`config.mk`:
```
export PLATFORM = sky130hd
export DESIGN_NAME = tls_top
export DESIGN_NICKNAME = d
export VERILOG_FILES = /design/src/logic/tls_pkg.sv /design/src/logic/tls_apb_slave.sv /design/src/logic/tls_pend_tracker.sv /design/src/logic/tls_top.sv
export SDC_FILE = /design/constraint.sdc
export NUM_CORES = 1
export LEC_CHECK = 0
export BUFFER_PORTS_ARGS = -buffer_cell sky130_fd_sc_hd__buf_4
export CORE_ASPECT_RATIO = 2
export CORE_MARGIN = 3
export CORE_UTILIZATION = 50
export CTS_CLUSTER_DIAMETER = 80
export CTS_CLUSTER_SIZE = 40
export DETAILED_ROUTE_END_ITERATION = 10
export PLACE_DENSITY = 0.74
export SLEW_MARGIN = 30
export SYNTH_ARGS = -nofsm -noshare
export SYNTH_HDL_FRONTEND = slang
export SYNTH_SLANG_ARGS = --single-unit
```
`constraint.sdc`:
```
create_clock -name i_mclk -period 5.6 [get_ports i_mclk]
set_input_delay 0.84 -clock i_mclk [delete_from_list [all_inputs] [get_ports i_mclk]]
set_output_delay 0.84 -clock i_mclk [all_outputs]
set_load 0.005 [all_outputs]
```
`src/logic/tls_pkg.sv`:
```
// package: register map, field positions, commands and widths of the level sequencer
package tls_pkg;
  // ------------------------------------------------------------------
  // widths and limits
  // ------------------------------------------------------------------
  localparam int          LVL_W          = 16;
  localparam logic [15:0] CURR_MIN       = 16'h0000;
  localparam logic [15:0] CURR_MAX       = 16'hFFF0;
  localparam logic [15:0] TRIG_MIN       = 16'h0000;
  localparam logic [15:0] TRIG_MAX       = 16'hFFF0;
  localparam logic [15:0] CURR_RST       = 16'h0000;
  localparam logic [15:0] VOLT_RST       = 16'h0000;

  // ------------------------------------------------------------------
  // register byte addresses
  // ------------------------------------------------------------------
  localparam logic [7:0] A_CMD       = 8'h00;
  localparam logic [7:0] A_CURR_IMM  = 8'h04;
  localparam logic [7:0] A_TRIGGERED_CURRENT_LEVEL = 8'h08;
  localparam logic [7:0] A_VOLT_IMM  = 8'h0C;
  localparam logic [7:0] A_VOLT_TRIG = 8'h10;
  localparam logic [7:0] A_CTRL      = 8'h14;
  localparam logic [7:0] A_STAT      = 8'h18;
  localparam logic [7:0] A_IRQ_STAT  = 8'h1C;
  localparam logic [7:0] A_IRQ_EN    = 8'h20;
  localparam logic [7:0] A_IRQ_CLR   = 8'h24;
  localparam logic [7:0] A_LIMIT     = 8'h28;
  localparam logic [7:0] A_SENSE     = 8'h2C;

  // ------------------------------------------------------------------
  // command codes written to A_CMD bits [3:0]
  // ------------------------------------------------------------------
  localparam logic [3:0] CMD_ABORT    = 4'h1;
  localparam logic [3:0] CMD_INIT     = 4'h2;
  localparam logic [3:0] CMD_TRIG     = 4'h3;
  localparam logic [3:0] CMD_PROT_CLR = 4'h4;
  localparam logic [3:0] CMD_WAIT     = 4'h5;
  localparam logic [3:0] CMD_DEV_CLR  = 4'h6;

  // ------------------------------------------------------------------
  // field positions
  // ------------------------------------------------------------------
  localparam int CTRL_CONT  = 0;   // continuous initiation
  localparam int CTRL_OCP   = 1;   // overcurrent protect enable
  localparam int CTRL_OUT   = 2;   // output enable
  localparam int STAT_WTG   = 0;   // waiting for trigger
  localparam int STAT_OC    = 1;   // overcurrent flag
  localparam int STAT_OUT   = 2;   // output actually on
  localparam int STAT_HOLD  = 3;   // wait hold active
  localparam int STAT_TPEND = 4;   // triggered level programmed
  localparam int IRQ_W      = 3;
  localparam int IRQ_TRIG   = 0;   // trigger consumed
  localparam int IRQ_OC     = 1;   // overcurrent trip
  localparam int IRQ_ABORT  = 2;   // abort executed
  localparam int LIM_MAXSEL = 0;   // limit query: 1 = maximum
  localparam int LIM_TRSEL  = 1;   // limit query: 1 = triggered level
endpackage

```
`src/logic/tls_apb_slave.sv`:
```
// apb slave front end: one-cycle access phase except for writes stalled by a wait hold, decodes strobes for the core
`timescale 1ns/1ps
module tls_apb_slave
  import tls_pkg::*;
(
  // clock and reset
  input  wire logic        i_mclk,
  input  wire logic        i_rstn,
  // apb
  input  wire logic        i_psel,
  input  wire logic        i_penable,
  input  wire logic        i_pwrite,
  input  wire logic [7:0]  i_paddr,
  input  wire logic [31:0] i_pwdata,
  input  wire logic        i_hold,
  output logic             o_pready,
  // decoded access to core
  output logic             o_wr,
  output logic             o_rd,
  output logic [7:0]       o_addr,
  output logic [31:0]      o_wdata
);
  // ------------------------------------------------------------------
  // strobes
  // ------------------------------------------------------------------
  // while a wait hold stands, all writes stall in the access phase;
  // reads and the device-clear command still pass so the hold can end
  logic stall;
  assign stall = i_hold & i_pwrite & (i_paddr != A_CMD || i_pwdata[3:0] != CMD_DEV_CLR);
  assign o_pready = ~stall;
  assign o_wr     = i_psel & i_penable & i_pwrite & ~stall;
  // the read strobe marks the setup cycle, so the core registers read data
  // one edge early and it already stands when pready is sampled high
  assign o_rd     = i_psel & ~i_penable & ~i_pwrite;
  assign o_addr   = i_paddr;
  assign o_wdata  = i_pwdata;
endmodule

```
`src/logic/tls_pend_tracker.sv`:
```
// pending-operation tracker: counts outstanding settle cycles after a level change
`timescale 1ns/1ps
module tls_pend_tracker #(
  parameter int SETTLE = 8
) (
  // clock and reset
  input  wire logic i_mclk,
  input  wire logic i_rstn,
  // control
  input  wire logic i_start,
  output logic      o_busy
);
  typedef struct packed {
    logic [7:0] cnt;
  } tls_pt_t;
  tls_pt_t s_r, s_nxt;

  // ------------------------------------------------------------------
  // countdown
  // ------------------------------------------------------------------
  always_comb begin
    s_nxt = s_r;
    if (i_start) begin
      s_nxt.cnt = 8'(SETTLE);
    end else if (s_r.cnt != 8'h00) begin
      s_nxt.cnt = s_r.cnt - 8'h01;
    end
  end

  always_ff @(posedge i_mclk or negedge i_rstn) begin
    if (!i_rstn) begin
      s_r <= '0;
    end else begin
      s_r <= s_nxt;
    end
  end
  assign o_busy = (s_r.cnt != 8'h00);
endmodule

```
`src/logic/tls_top.sv`:
```
// trigger level sequencer: levels, arming, abort, overcurrent protection over apb
//
// Operation
// - after a wait command, hold later writes until pending operations finish
// - only device clear ends a wait hold early; host sends it
// - abort cancels pending current and voltage levels, reloads them from immediate
// - abort clears the waiting-for-trigger flag
// - with continuous initiation, abort rearms and sets waiting-for-trigger again
// - abort action runs automatically after power-on reset
// - without programmed triggered level, immediate write loads both levels
// - once triggered level programmed, immediate writes leave it alone
// - trigger transfers the pending triggered level to the immediate level
// - protection on, output on and current above immediate level: output off, flag set
// - protection-clear command clears the overcurrent flag
// - protection enable takes 0 or 1 and reads back 0 or 1
// - while armed, trigger command or trigger input performs the trigger
// - while disarmed, triggers are ignored, nothing changes
// - continuous off: initiate arms for exactly one trigger
// - continuous on: always armed, initiate adds nothing
// - unprogrammed triggered level reads equal to immediate level
// - max/min limit queries return programmable limits, not programmed values
`timescale 1ns/1ps
module tls_top
  import tls_pkg::*;
#(
  parameter int SETTLE = 8
) (
  // clock and reset
  input  wire logic             i_mclk,
  input  wire logic             i_rstn,
  // apb
  input  wire logic             i_psel,
  input  wire logic             i_penable,
  input  wire logic             i_pwrite,
  input  wire logic [7:0]       i_paddr,
  input  wire logic [31:0]      i_pwdata,
  output logic                  o_pready,
  output logic [31:0]           o_prdata,
  output logic                  o_pslverr,
  // group execute trigger from the bus pin, and sensed current
  input  wire logic             i_get,
  input  wire logic [LVL_W-1:0] i_sense_curr,
  // output stage
  output logic                  o_out_en,
  output logic [LVL_W-1:0]      o_curr_set,
  output logic [LVL_W-1:0]      o_volt_set,
  output logic                  o_irq
);
  // ------------------------------------------------------------------
  // state
  // ------------------------------------------------------------------
  typedef struct packed {
    logic [LVL_W-1:0] curr_imm;
    logic [LVL_W-1:0] triggered_current_level;
    logic [LVL_W-1:0] volt_imm;
    logic [LVL_W-1:0] volt_trig;
    logic             ctrig_set;
    logic             vtrig_set;
    logic             cont;
    logic             ocp_en;
    logic             out_req;
    logic             armed;
    logic             oc;
    logic             hold;
    logic             boot;
    logic [IRQ_W-1:0] irq_st;
    logic [IRQ_W-1:0] irq_en;
    logic [31:0]      rdata;
    logic             irq;
    logic             out_en;
    logic [2:0]       get_sync;
    logic             get_prev;
    logic [1:0]       lim_sel;
  } tls_st_t;
  tls_st_t s_r, s_nxt;

  logic             wr;
  logic             rd;
  logic [7:0]       addr;
  logic [31:0]      wdata;
  logic             busy;
  logic             lvl_chg;
  logic             sense_over;
  logic [31:0]      lim_word;

  // ------------------------------------------------------------------
  // bus front end and pending-operation tracker
  // ------------------------------------------------------------------
  tls_apb_slave u_apb (
    .i_mclk    (i_mclk),
    .i_rstn    (i_rstn),
    .i_psel    (i_psel),
    .i_penable (i_penable),
    .i_pwrite  (i_pwrite),
    .i_paddr   (i_paddr),
    .i_pwdata  (i_pwdata),
    .i_hold    (s_r.hold),
    .o_pready  (o_pready),
    .o_wr      (wr),
    .o_rd      (rd),
    .o_addr    (addr),
    .o_wdata   (wdata)
  );

  tls_pend_tracker #(.SETTLE(SETTLE)) u_pend (
    .i_mclk  (i_mclk),
    .i_rstn  (i_rstn),
    .i_start (lvl_chg),
    .o_busy  (busy)
  );

  // sensed current is an analog-side sample on the same clock
  assign sense_over = i_sense_curr > s_r.curr_imm;

  // ------------------------------------------------------------------
  // next state
  // ------------------------------------------------------------------
  always_comb begin
    logic cmd_wr;
    logic [3:0] cmd;
    logic trig;
    logic do_abort;
    logic get_edge;
    logic [IRQ_W-1:0] ev;
    cmd_wr   = 1'b0;
    cmd      = 4'h0;
    trig     = 1'b0;
    do_abort = 1'b0;
    get_edge = 1'b0;
    ev       = '0;
    lvl_chg  = 1'b0;
    s_nxt    = s_r;

    // three-stage sync on the trigger pin; edge needs stages two and three
    s_nxt.get_sync = {s_r.get_sync[1:0], i_get};
    if (s_r.get_sync[2] == s_r.get_sync[1]) begin
      s_nxt.get_prev = s_r.get_sync[2];
      get_edge = s_r.get_sync[2] & ~s_r.get_prev;
    end

    cmd_wr = wr && addr == A_CMD;
    cmd    = wdata[3:0];
    do_abort = s_r.boot | (cmd_wr && cmd == CMD_ABORT);
    s_nxt.boot = 1'b0;

    // wait hold ends when nothing is pending or on device clear
    if (s_r.hold && !busy) begin
      s_nxt.hold = 1'b0;
    end
    if (cmd_wr && cmd == CMD_DEV_CLR) begin
      s_nxt.hold = 1'b0;
    end
    if (cmd_wr && cmd == CMD_WAIT) begin
      s_nxt.hold = 1'b1;
    end

    // register writes
    if (wr) begin
      unique case (addr)
        A_CURR_IMM: begin
          s_nxt.curr_imm = wdata[LVL_W-1:0];
          lvl_chg = 1'b1;
          if (!s_r.ctrig_set) begin
            s_nxt.triggered_current_level = wdata[LVL_W-1:0];
          end // else pending level kept
        end
        A_TRIGGERED_CURRENT_LEVEL: begin
          s_nxt.triggered_current_level = wdata[LVL_W-1:0];
          s_nxt.ctrig_set = 1'b1;
        end
        A_VOLT_IMM: begin
          s_nxt.volt_imm = wdata[LVL_W-1:0];
          lvl_chg = 1'b1;
          if (!s_r.vtrig_set) begin
            s_nxt.volt_trig = wdata[LVL_W-1:0];
          end
        end
        A_VOLT_TRIG: begin
          s_nxt.volt_trig = wdata[LVL_W-1:0];
          s_nxt.vtrig_set = 1'b1;
        end
        A_CTRL: begin
          s_nxt.cont    = wdata[CTRL_CONT];
          s_nxt.ocp_en  = wdata[CTRL_OCP];
          s_nxt.out_req = wdata[CTRL_OUT];
        end
        A_IRQ_EN: begin
          s_nxt.irq_en = wdata[IRQ_W-1:0];
        end
        A_IRQ_CLR: begin
          s_nxt.irq_st = s_r.irq_st & ~wdata[IRQ_W-1:0];
        end
        A_LIMIT: begin
          s_nxt.lim_sel = {wdata[LIM_TRSEL], wdata[LIM_MAXSEL]};
        end
        default: begin
        end
      endcase
    end

    // arming
    if (cmd_wr && cmd == CMD_INIT) begin
      s_nxt.armed = 1'b1;
    end
    if (s_nxt.cont) begin
      s_nxt.armed = 1'b1;
    end

    // trigger: command or synchronised pin edge, only while armed
    trig = s_r.armed && ((cmd_wr && cmd == CMD_TRIG) || get_edge);
    if (trig && !do_abort) begin
      s_nxt.curr_imm  = s_r.triggered_current_level;
      s_nxt.volt_imm  = s_r.volt_trig;
      s_nxt.ctrig_set = 1'b0;
      s_nxt.vtrig_set = 1'b0;
      lvl_chg = 1'b1;
      ev[IRQ_TRIG] = 1'b1;
      if (!s_nxt.cont) begin
        s_nxt.armed = 1'b0;
      end
    end

    // abort: cancel pending levels, disarm, rearm if continuous
    if (do_abort) begin
      s_nxt.triggered_current_level = s_nxt.curr_imm;
      s_nxt.volt_trig = s_nxt.volt_imm;
      s_nxt.ctrig_set = 1'b0;
      s_nxt.vtrig_set = 1'b0;
      s_nxt.armed     = s_nxt.cont;
      ev[IRQ_ABORT]   = ~s_r.boot;
    end

    // overcurrent: clear command first so a new trip wins
    if (cmd_wr && cmd == CMD_PROT_CLR) begin
      s_nxt.oc = 1'b0;
    end
    if (s_r.ocp_en && sense_over && s_r.out_en) begin
      s_nxt.oc = 1'b1;
      ev[IRQ_OC] = ~s_r.oc;
    end
    s_nxt.out_en = s_nxt.out_req & ~s_nxt.oc;

    // sticky status: a new event wins over a clear in the same cycle
    s_nxt.irq_st = s_nxt.irq_st | ev;
    s_nxt.irq    = |(s_nxt.irq_st & s_nxt.irq_en);

    // read mux, taken in the setup cycle: prdata comes from a flip-flop
    // and still needs no wait state in the access phase
    if (rd) begin
      s_nxt.rdata = 32'h0000_0000;
      unique case (addr)
        A_CURR_IMM:  s_nxt.rdata[LVL_W-1:0] = s_r.curr_imm;
        A_TRIGGERED_CURRENT_LEVEL: s_nxt.rdata[LVL_W-1:0] = s_r.triggered_current_level;
        A_VOLT_IMM:  s_nxt.rdata[LVL_W-1:0] = s_r.volt_imm;
        A_VOLT_TRIG: s_nxt.rdata[LVL_W-1:0] = s_r.volt_trig;
        A_CTRL: begin
          s_nxt.rdata[CTRL_CONT] = s_r.cont;
          s_nxt.rdata[CTRL_OCP]  = s_r.ocp_en;
          s_nxt.rdata[CTRL_OUT]  = s_r.out_req;
        end
        A_STAT: begin
          s_nxt.rdata[STAT_WTG]   = s_r.armed;
          s_nxt.rdata[STAT_OC]    = s_r.oc;
          s_nxt.rdata[STAT_OUT]   = s_r.out_en;
          s_nxt.rdata[STAT_HOLD]  = s_r.hold;
          s_nxt.rdata[STAT_TPEND] = s_r.ctrig_set;
        end
        A_IRQ_STAT:  s_nxt.rdata[IRQ_W-1:0] = s_r.irq_st;
        A_IRQ_EN:    s_nxt.rdata[IRQ_W-1:0] = s_r.irq_en;
        A_LIMIT:     s_nxt.rdata = lim_word;
        A_SENSE:     s_nxt.rdata[LVL_W-1:0] = i_sense_curr;
        default:     s_nxt.rdata = 32'h0000_0000;
      endcase
    end
  end

  // ------------------------------------------------------------------
  // state register; boot flag forces one abort after reset release
  // ------------------------------------------------------------------
  always_ff @(posedge i_mclk or negedge i_rstn) begin
    if (!i_rstn) begin
      s_r           <= '0;
      s_r.curr_imm  <= CURR_RST;
      s_r.triggered_current_level <= CURR_RST;
      s_r.volt_imm  <= VOLT_RST;
      s_r.volt_trig <= VOLT_RST;
      s_r.boot      <= 1'b1;
    end else begin
      s_r <= s_nxt;
    end
  end

  // limit query: select field chooses max/min and immediate/triggered;
  // limits are constants, never the programmed values
  always_comb begin
    lim_word = 32'h0000_0000;
    unique case (s_r.lim_sel)
      2'b00: lim_word[LVL_W-1:0] = CURR_MIN;
      2'b01: lim_word[LVL_W-1:0] = CURR_MAX;
      2'b10: lim_word[LVL_W-1:0] = TRIG_MIN;
      2'b11: lim_word[LVL_W-1:0] = TRIG_MAX;
    endcase
  end

  // outputs
  assign o_prdata  = s_r.rdata;
  assign o_pslverr = 1'b0;
  assign o_out_en  = s_r.out_en;
  assign o_curr_set = s_r.curr_imm;
  assign o_volt_set = s_r.volt_imm;
  assign o_irq     = s_r.irq;
endmodule

```
==> results of run 1 <==
-- flip-flops by register name, summed over array words and instances, names as in the netlist --
name	cells
o_prdata	16
o_volt_set	16
s_r	50
o_irq	1
o_out_en	1
o_curr_set	16
u_pend.s_r	8
s_nxt	2
-- power groups by stage --
stage	Combinational, mW	Sequential (mW)	Clock (mW)
after floorplan	0.219	0.930	0
after global placement	0.297	0.946	0
after detailed placement	0.311	0.952	0
after CTS	0.312	0.937	0.705
after global routing	0.351	0.947	0.734
final	0.311	0.937	0.702
-- worst max-delay path, cell delays in order --
cell and delay [ns]:
buf_4 0.13, nor4b_1 0.73, and2_1 0.83, nor2_1 0.19, o21ai_2 0.59, nor2_1 0.10, a221oi_1 0.26
-- metrics by stage --
| stage | instance area, um2 | utilization | worst slack, ns |
|---|---|---|---|
| 3_5_place_dp | 6740 | 0.550 | 1.66 |
| 6_report | 7080 | 0.577 | 2.16 |
| 5_1_grt | 7080 | 0.577 | 1.98 |
| 2_1_floorplan | 6410 | - | 2.34 |
| 4_1_cts | 7060 | 0.576 | 1.97 |
| 3_3_place_gp | 6740 | 0.549 | 1.68 |
-- cell families after synthesis --
| logic type | Yosys count | synth area share |
|---|---|---|
| mux | 24 | 0.0392 |
| simple gates | 194 | 0.147 |
| xor+xnor | 6 | 0.00828 |
| compound gates | 202 | 0.210 |
| flops | 110 | 0.434 |
| other cells | 1 | 0.000591 |
| buf+inv | 144 | 0.126 |
| fa+ha+maj | 18 | 0.0351 |
-- per-layer routing --
layer  track usage  vias up  routed length (um)
li1              -     2465                   -
met1         0.298     2662                6600
met2         0.479      322                9860
met3        0.0442       86                1280
met4         0.216        0                1530
met5             0        -                   0
-- how the worst max path moves through the flow --
stage,end,startpoint,cells after the start
after global placement,s_r[89]$_DFFE_PN0P_,i_paddr[5],7
after floorplan,s_r[49]$_DFF_PN0_,i_paddr[5],8
after CTS,s_r[88]$_DFFE_PN0P_,i_paddr[1],7
final,s_r[98]$_DFFE_PN0P_,i_paddr[1],7
after detailed placement,s_r[89]$_DFFE_PN0P_,i_paddr[1],7
after global routing,s_r[89]$_DFFE_PN0P_,i_paddr[1],7
-- area by class of cell --
type / count / share of cell area
Multi-Input combinational cell: 462 / 0.408
Sequential cell: 110 / 0.389
Timing Repair Buffer: 104 / 0.110
Clock buffer: 10 / 0.0323
Tap cell: 147 / 0.0260
Inverter: 40 / 0.0212
Clock inverter: 6 / 0.0129
-- cells in the final DEF (no fill, tap or decap), types with 3 or more instances in the layout --
master,Yosys,layout
clkbuf_16,0,9
a21oi_2,1,3
a222oi_1,5,5
conb_1,1,18
a22oi_1,21,21
a21oi_1,50,47
nor4_1,5,5
a31oi_1,5,4
o22ai_1,7,7
or2_2,3,3
mux2_2,7,7
a221oi_1,26,26
nand4_1,7,7
o21ai_0,45,44
a22o_1,11,11
or4_1,3,3
o21a_1,3,3
and2_1,2,3
buf_4,65,104
nor2b_1,5,5
or3_1,4,4
nand2_1,61,61
dfrtp_1,109,109
mux2i_1,17,17
nand3_1,19,19
a21o_1,14,14
nor2_1,60,59
nor3_1,4,4
ha_1,17,17
nor4b_1,3,3
nand2b_1,4,4
inv_1,40,40
xnor2_1,4,4
==> impl_metrics.json, run 1 <==
{
  "status": "finished, final reports clean",
  "synth_cell_types": 60,
  "first_global_vias": 5678,
  "clockBufferDepth": 2,
  "synth_ff_type": "dfrtp_1",
  "hold_path_class": "reg2reg",
  "reg2reg_depth": 6,
  "post_cts_buffers": 0,
  "numCtsBuffers": 9,
  "slew_headroom": 0.323,
  "worstHoldStart": "s_nxt[4]$_DFF_PN0_",
  "grt_start_max_net_pins": 62,
  "fin_cells": 879,
  "leakage_nw": 3.25,
  "start_util": 0.517,
  "powerDensity_mw_per_mm2": 275,
  "detail_route.first_pass.iterations": 5,
  "hold_depth": 0,
  "clkSlewWorstSetupHoldPaths_ns": 0.07,
  "antenna_found_initial": 0,
  "drcViolationCount": 0,
  "cp-end-kind": "flip-flop",
  "power_mw": 1.95,
  "worstSetupPathType": "in2reg",
  "cts_tree": "built",
  "drv_cap": 0,
  "holdBufCountCts": 0,
  "syn_to_final_growth_pct": 11.6,
  "crit_path_start_kind": "input pin",
  "min_period_ns": 3.44,
  "avgRoutedWirePerCell_um": 21.9,
  "yosys_warnings": 0,
  "fin_nets": 806,
  "crit_arrival_ns": 3.68,
  "grt_pass1_wl_mm": 29.9,
  "p_int_mw": 1.41,
  "synth_common_cells": "dfrtp_1, buf_4, nand2_1",
  "fillers": 1098,
  "via_count": 5535,
  "ant_nets": 0,
  "synth_most_common_cell": "dfrtp_1",
  "syn_area_per_cell_um2": 9.08,
  "crit_fanout": 19,
  "synthArstFlopShare": 1.00,
  "register_area_mm2": 0.00275,
  "worstSkewPairLatency_ns": 0.35,
  "hold_violations": 0,
  "rsz0062_at_grt": "false",
  "rows": 57,
  "io_pins": 130,
  "numClockSinks": 110,
  "port_buffers": 96,
  "grt_use_total": 0.278,
  "fmax_mhz": 290,
  "finalCritPeriodShare": 0.615,
  "synthCells": 699,
  "synth.area.top_cells": "dfrtp_1, buf_4, a21oi_1, nand2_1, a221oi_1",
  "p_comb_frac": 0.159,
  "r2r_start": "s_r[47]$_DFFE_PN0P_",
  "rrSetupSlack_ns": 2.87,
  "setup_viol": 0,
  "r2r-end": "o_volt_set[8]$_DFF_PN0_",
  "hold_ws_ns": 0.353,
  "htree_levels": 3,
  "hpwl_mm": 13.8,
  "skew_ns": 0.00628,
  "switching_share": 0.277,
  "yosysTopAreaCell": "dfrtp_1",
  "multi_input_comb_area_mm2": 0.00289,
  "syn_area_mm2": 0.00634,
  "totalWireLength_mm": 19.3,
  "core-area_mm2": 0.0123,
  "tightest_slew_ns": 1.00,
  "overflow": 0,
  "cts_root_buf": "clkbuf_16",
  "synth_top_area_share": 0.430,
  "die_area_mm2": 0.0142,
  "power_frac_clock": 0.360,
  "synth-edff-count": 0,
  "min_to": "s_nxt[5]$_DFF_PN0_",
  "diodes": 0,
  "drt_iter0_drc": 598,
  "cts.repair.resized": 0,
  "vdd.ir_drop.worst_uv": 204,
  "synth_seq_cells": 110,
  "die_y_um": 165,
  "pwr-share-seq": 0.481,
  "dp_cells": 863,
  "yosysSeqAreaShare": 0.434,
  "p_sw_uw": 539,
  "final_layout_size_suffix_gt1_frac": 0.198,
  "tns_ns": 0,
  "fp.dieW_um": 85.7,
  "place_congestion": 0.907,
  "worstPathRequired_ns": 5.84,
  "routed_via_density": 6.30,
  "report.final.slew_viol_count": 0
}
(Power assumes the default switching activity.)
==> run 2, diff against run 1 <==
Clock period 5.6 ns to 3.2 ns, I/O delays scaled along.
==> impl_metrics.json, run 2 (synthesized netlist as in run 1, its figures left out) <==
{
  "worstSetupPathType": "in2reg",
  "report.final.slew_viol_count": 0,
  "htree_levels": 3,
  "status": "finished, final reports clean",
  "cts_root_buf": "clkbuf_16",
  "critPathSlowestCell": "or4_1",
  "worstPathRequired_ns": 3.45,
  "holdBufCountCts": 0,
  "worstPathCellList": "buf_4 -> or4_1 -> or4_1 -> and2_4 -> nor3_2 -> mux2_2 -> a31o_2",
  "layout_common_cells": "buf_4, dfrtp_1, nand2_1",
  "powerDensity_mw_per_mm2": 451,
  "power_mw": 3.27,
  "first_global_vias": 5662,
  "slew_headroom": 0.469,
  "vdd.ir_drop.worst_uv": 315,
  "crit_arrival_ns": 3.07,
  "tns_ns": 0,
  "setup_viol": 0,
  "fin_nets": 831,
  "hpwl_mm": 14.4,
  "skew_ns": 0.00693,
  "critPathTopFamily": "simple AND/OR/NAND/NOR gates",
  "post_cts_buffers": 0,
  "die_area_mm2": 0.0142,
  "numClockSinks": 110,
  "reg2reg_depth": 8,
  "syn_to_final_growth_pct": 14.2,
  "detail_route.first_pass.iterations": 5,
  "hold_path_class": "in2async",
  "drcViolationCount": 0,
  "cp.depth": 7,
  "antenna_found_initial": 0,
  "core-area_mm2": 0.0123,
  "cp_slowest_stage_delay_ns": 0.64,
  "port_buffers": 96,
  "setup_slack_ns": 0.378,
  "fp.dieW_um": 85.7,
  "die_y_um": 165,
  "registers.top_by_ff_count": "s_r",
  "tightest_slew_ns": 0.797,
  "crit_fanout": 10,
  "largest_reg_flops": 50,
  "grt_start_max_net_pins": 60,
  "finalCritPeriodShare": 0.882,
  "io_pins": 130,
  "diodes": 0,
  "start_util": 0.517,
  "grt_pass1_wl_mm": 29.7,
  "worstSkewPairLatency_ns": 0.35,
  "clkSlewWorstSetupHoldPaths_ns": 0.08,
  "crit_path_frequent_cell": "or4_1",
  "grt_use_total": 0.276,
  "ant_nets": 0,
  "fmax_mhz": 354,
  "cp-end-kind": "flip-flop",
  "via_count": 5655,
  "clockBufferDepth": 2,
  "drt_iter0_drc": 553,
  "avgRoutedWirePerCell_um": 21.5,
  "fillers": 1103,
  "crit_path_start_kind": "input pin",
  "totalWireLength_mm": 19.5,
  "drv_cap": 0,
  "final_layout_size_suffix_gt1_frac": 0.218,
  "place_congestion": 0.937,
  "routed_via_density": 6.26,
  "leakage_nw": 3.37,
  "overflow": 0,
  "final_common_cell": "buf_4",
  "place_ws_ns": 0.0240,
  "register_area_mm2": 0.00275,
  "multi_input_comb_area_mm2": 0.00287,
  "min_period_ns": 2.82,
  "cts.repair.resized": 0,
  "rows": 57,
  "critPathBufInv": 1,
  "numCtsBuffers": 9,
  "hold_violations": 0,
  "cts_tree": "built",
  "rsz0062_at_grt": "false"
}
-- run 2: cell count changes in the layout (fill, tap and decap cells not counted), sizes merged --
cell / previous run / this run
buf: 104 / 129
bufinv: 2 / 0
clkinv: 2 / 4
-- run 2: area by class of cell --
| type | count | area share |
|---|---|---|
| Inverter | 40 | 0.0207 |
| Multi-Input combinational cell | 462 | 0.395 |
| Clock buffer | 10 | 0.0316 |
| Tap cell | 147 | 0.0254 |
| Timing Repair Buffer | 129 | 0.141 |
| Sequential cell | 110 | 0.380 |
| Clock inverter | 6 | 0.00622 |
-- run 2: worst register-to-register path, stage by stage, from the launching register on --
cell and delay [ns]:
dfrtp_1 0.42, inv_1 0.10, ha_1 0.32, nand4_1 0.16, or4_1 0.57, nand3_1 0.11
a31oi_1 0.08, a21o_1 0.24, a221o_1 0.35
-- run 2: where the power goes --
group	internal (mW)	switching [mW]	leakage [nW]	total, mW
registers	1.52	0.127	1.32	1.65
logic	0.264	0.291	1.91	0.555
clock network	0.535	0.532	0.137	1.07
-- run 2: worst paths after layout --
| path | startpoint | slack, ns | end |
|---|---|---|---|
| max | i_paddr[5] | 0.38 | s_r[49]$_DFF_PN0_ |
| min reg2reg | s_nxt[4]$_DFF_PN0_ | 0.36 | s_nxt[5]$_DFF_PN0_ |
| min in group i_mclk | i_get | 0.23 | s_nxt[4]$_DFF_PN0_ |
| max in group asynchronous | i_rstn | 2.24 | s_r[92]$_DFFE_PN0P_ |
| max reg2reg | o_curr_set[14]$_DFF_PN0_ | 0.75 | o_irq$_DFF_PN0_ |
| min | i_rstn | 0.16 | o_volt_set[14]$_DFF_PN0_ |
-- run 2: per-stage QoR --
stage,utilization,hold WS [ns],instances,cell area [um2]
2_1_floorplan,-,0.184,716,6410
3_3_place_gp,0.568,0.332,888,6970
3_5_place_dp,0.568,0.345,888,6970
4_1_cts,0.591,0.201,904,7250
5_1_grt,0.591,0.220,904,7250
6_report,0.591,0.164,904,7250
-- run 2: metal layers --
layer	routed length (um)	up-vias	global-route usage
met2	10200	309	0.485
met4	1480	0	0.197
met1	6540	2748	0.302
li1	-	2522	-
met5	0	-	0
met3	1240	76	0.0328
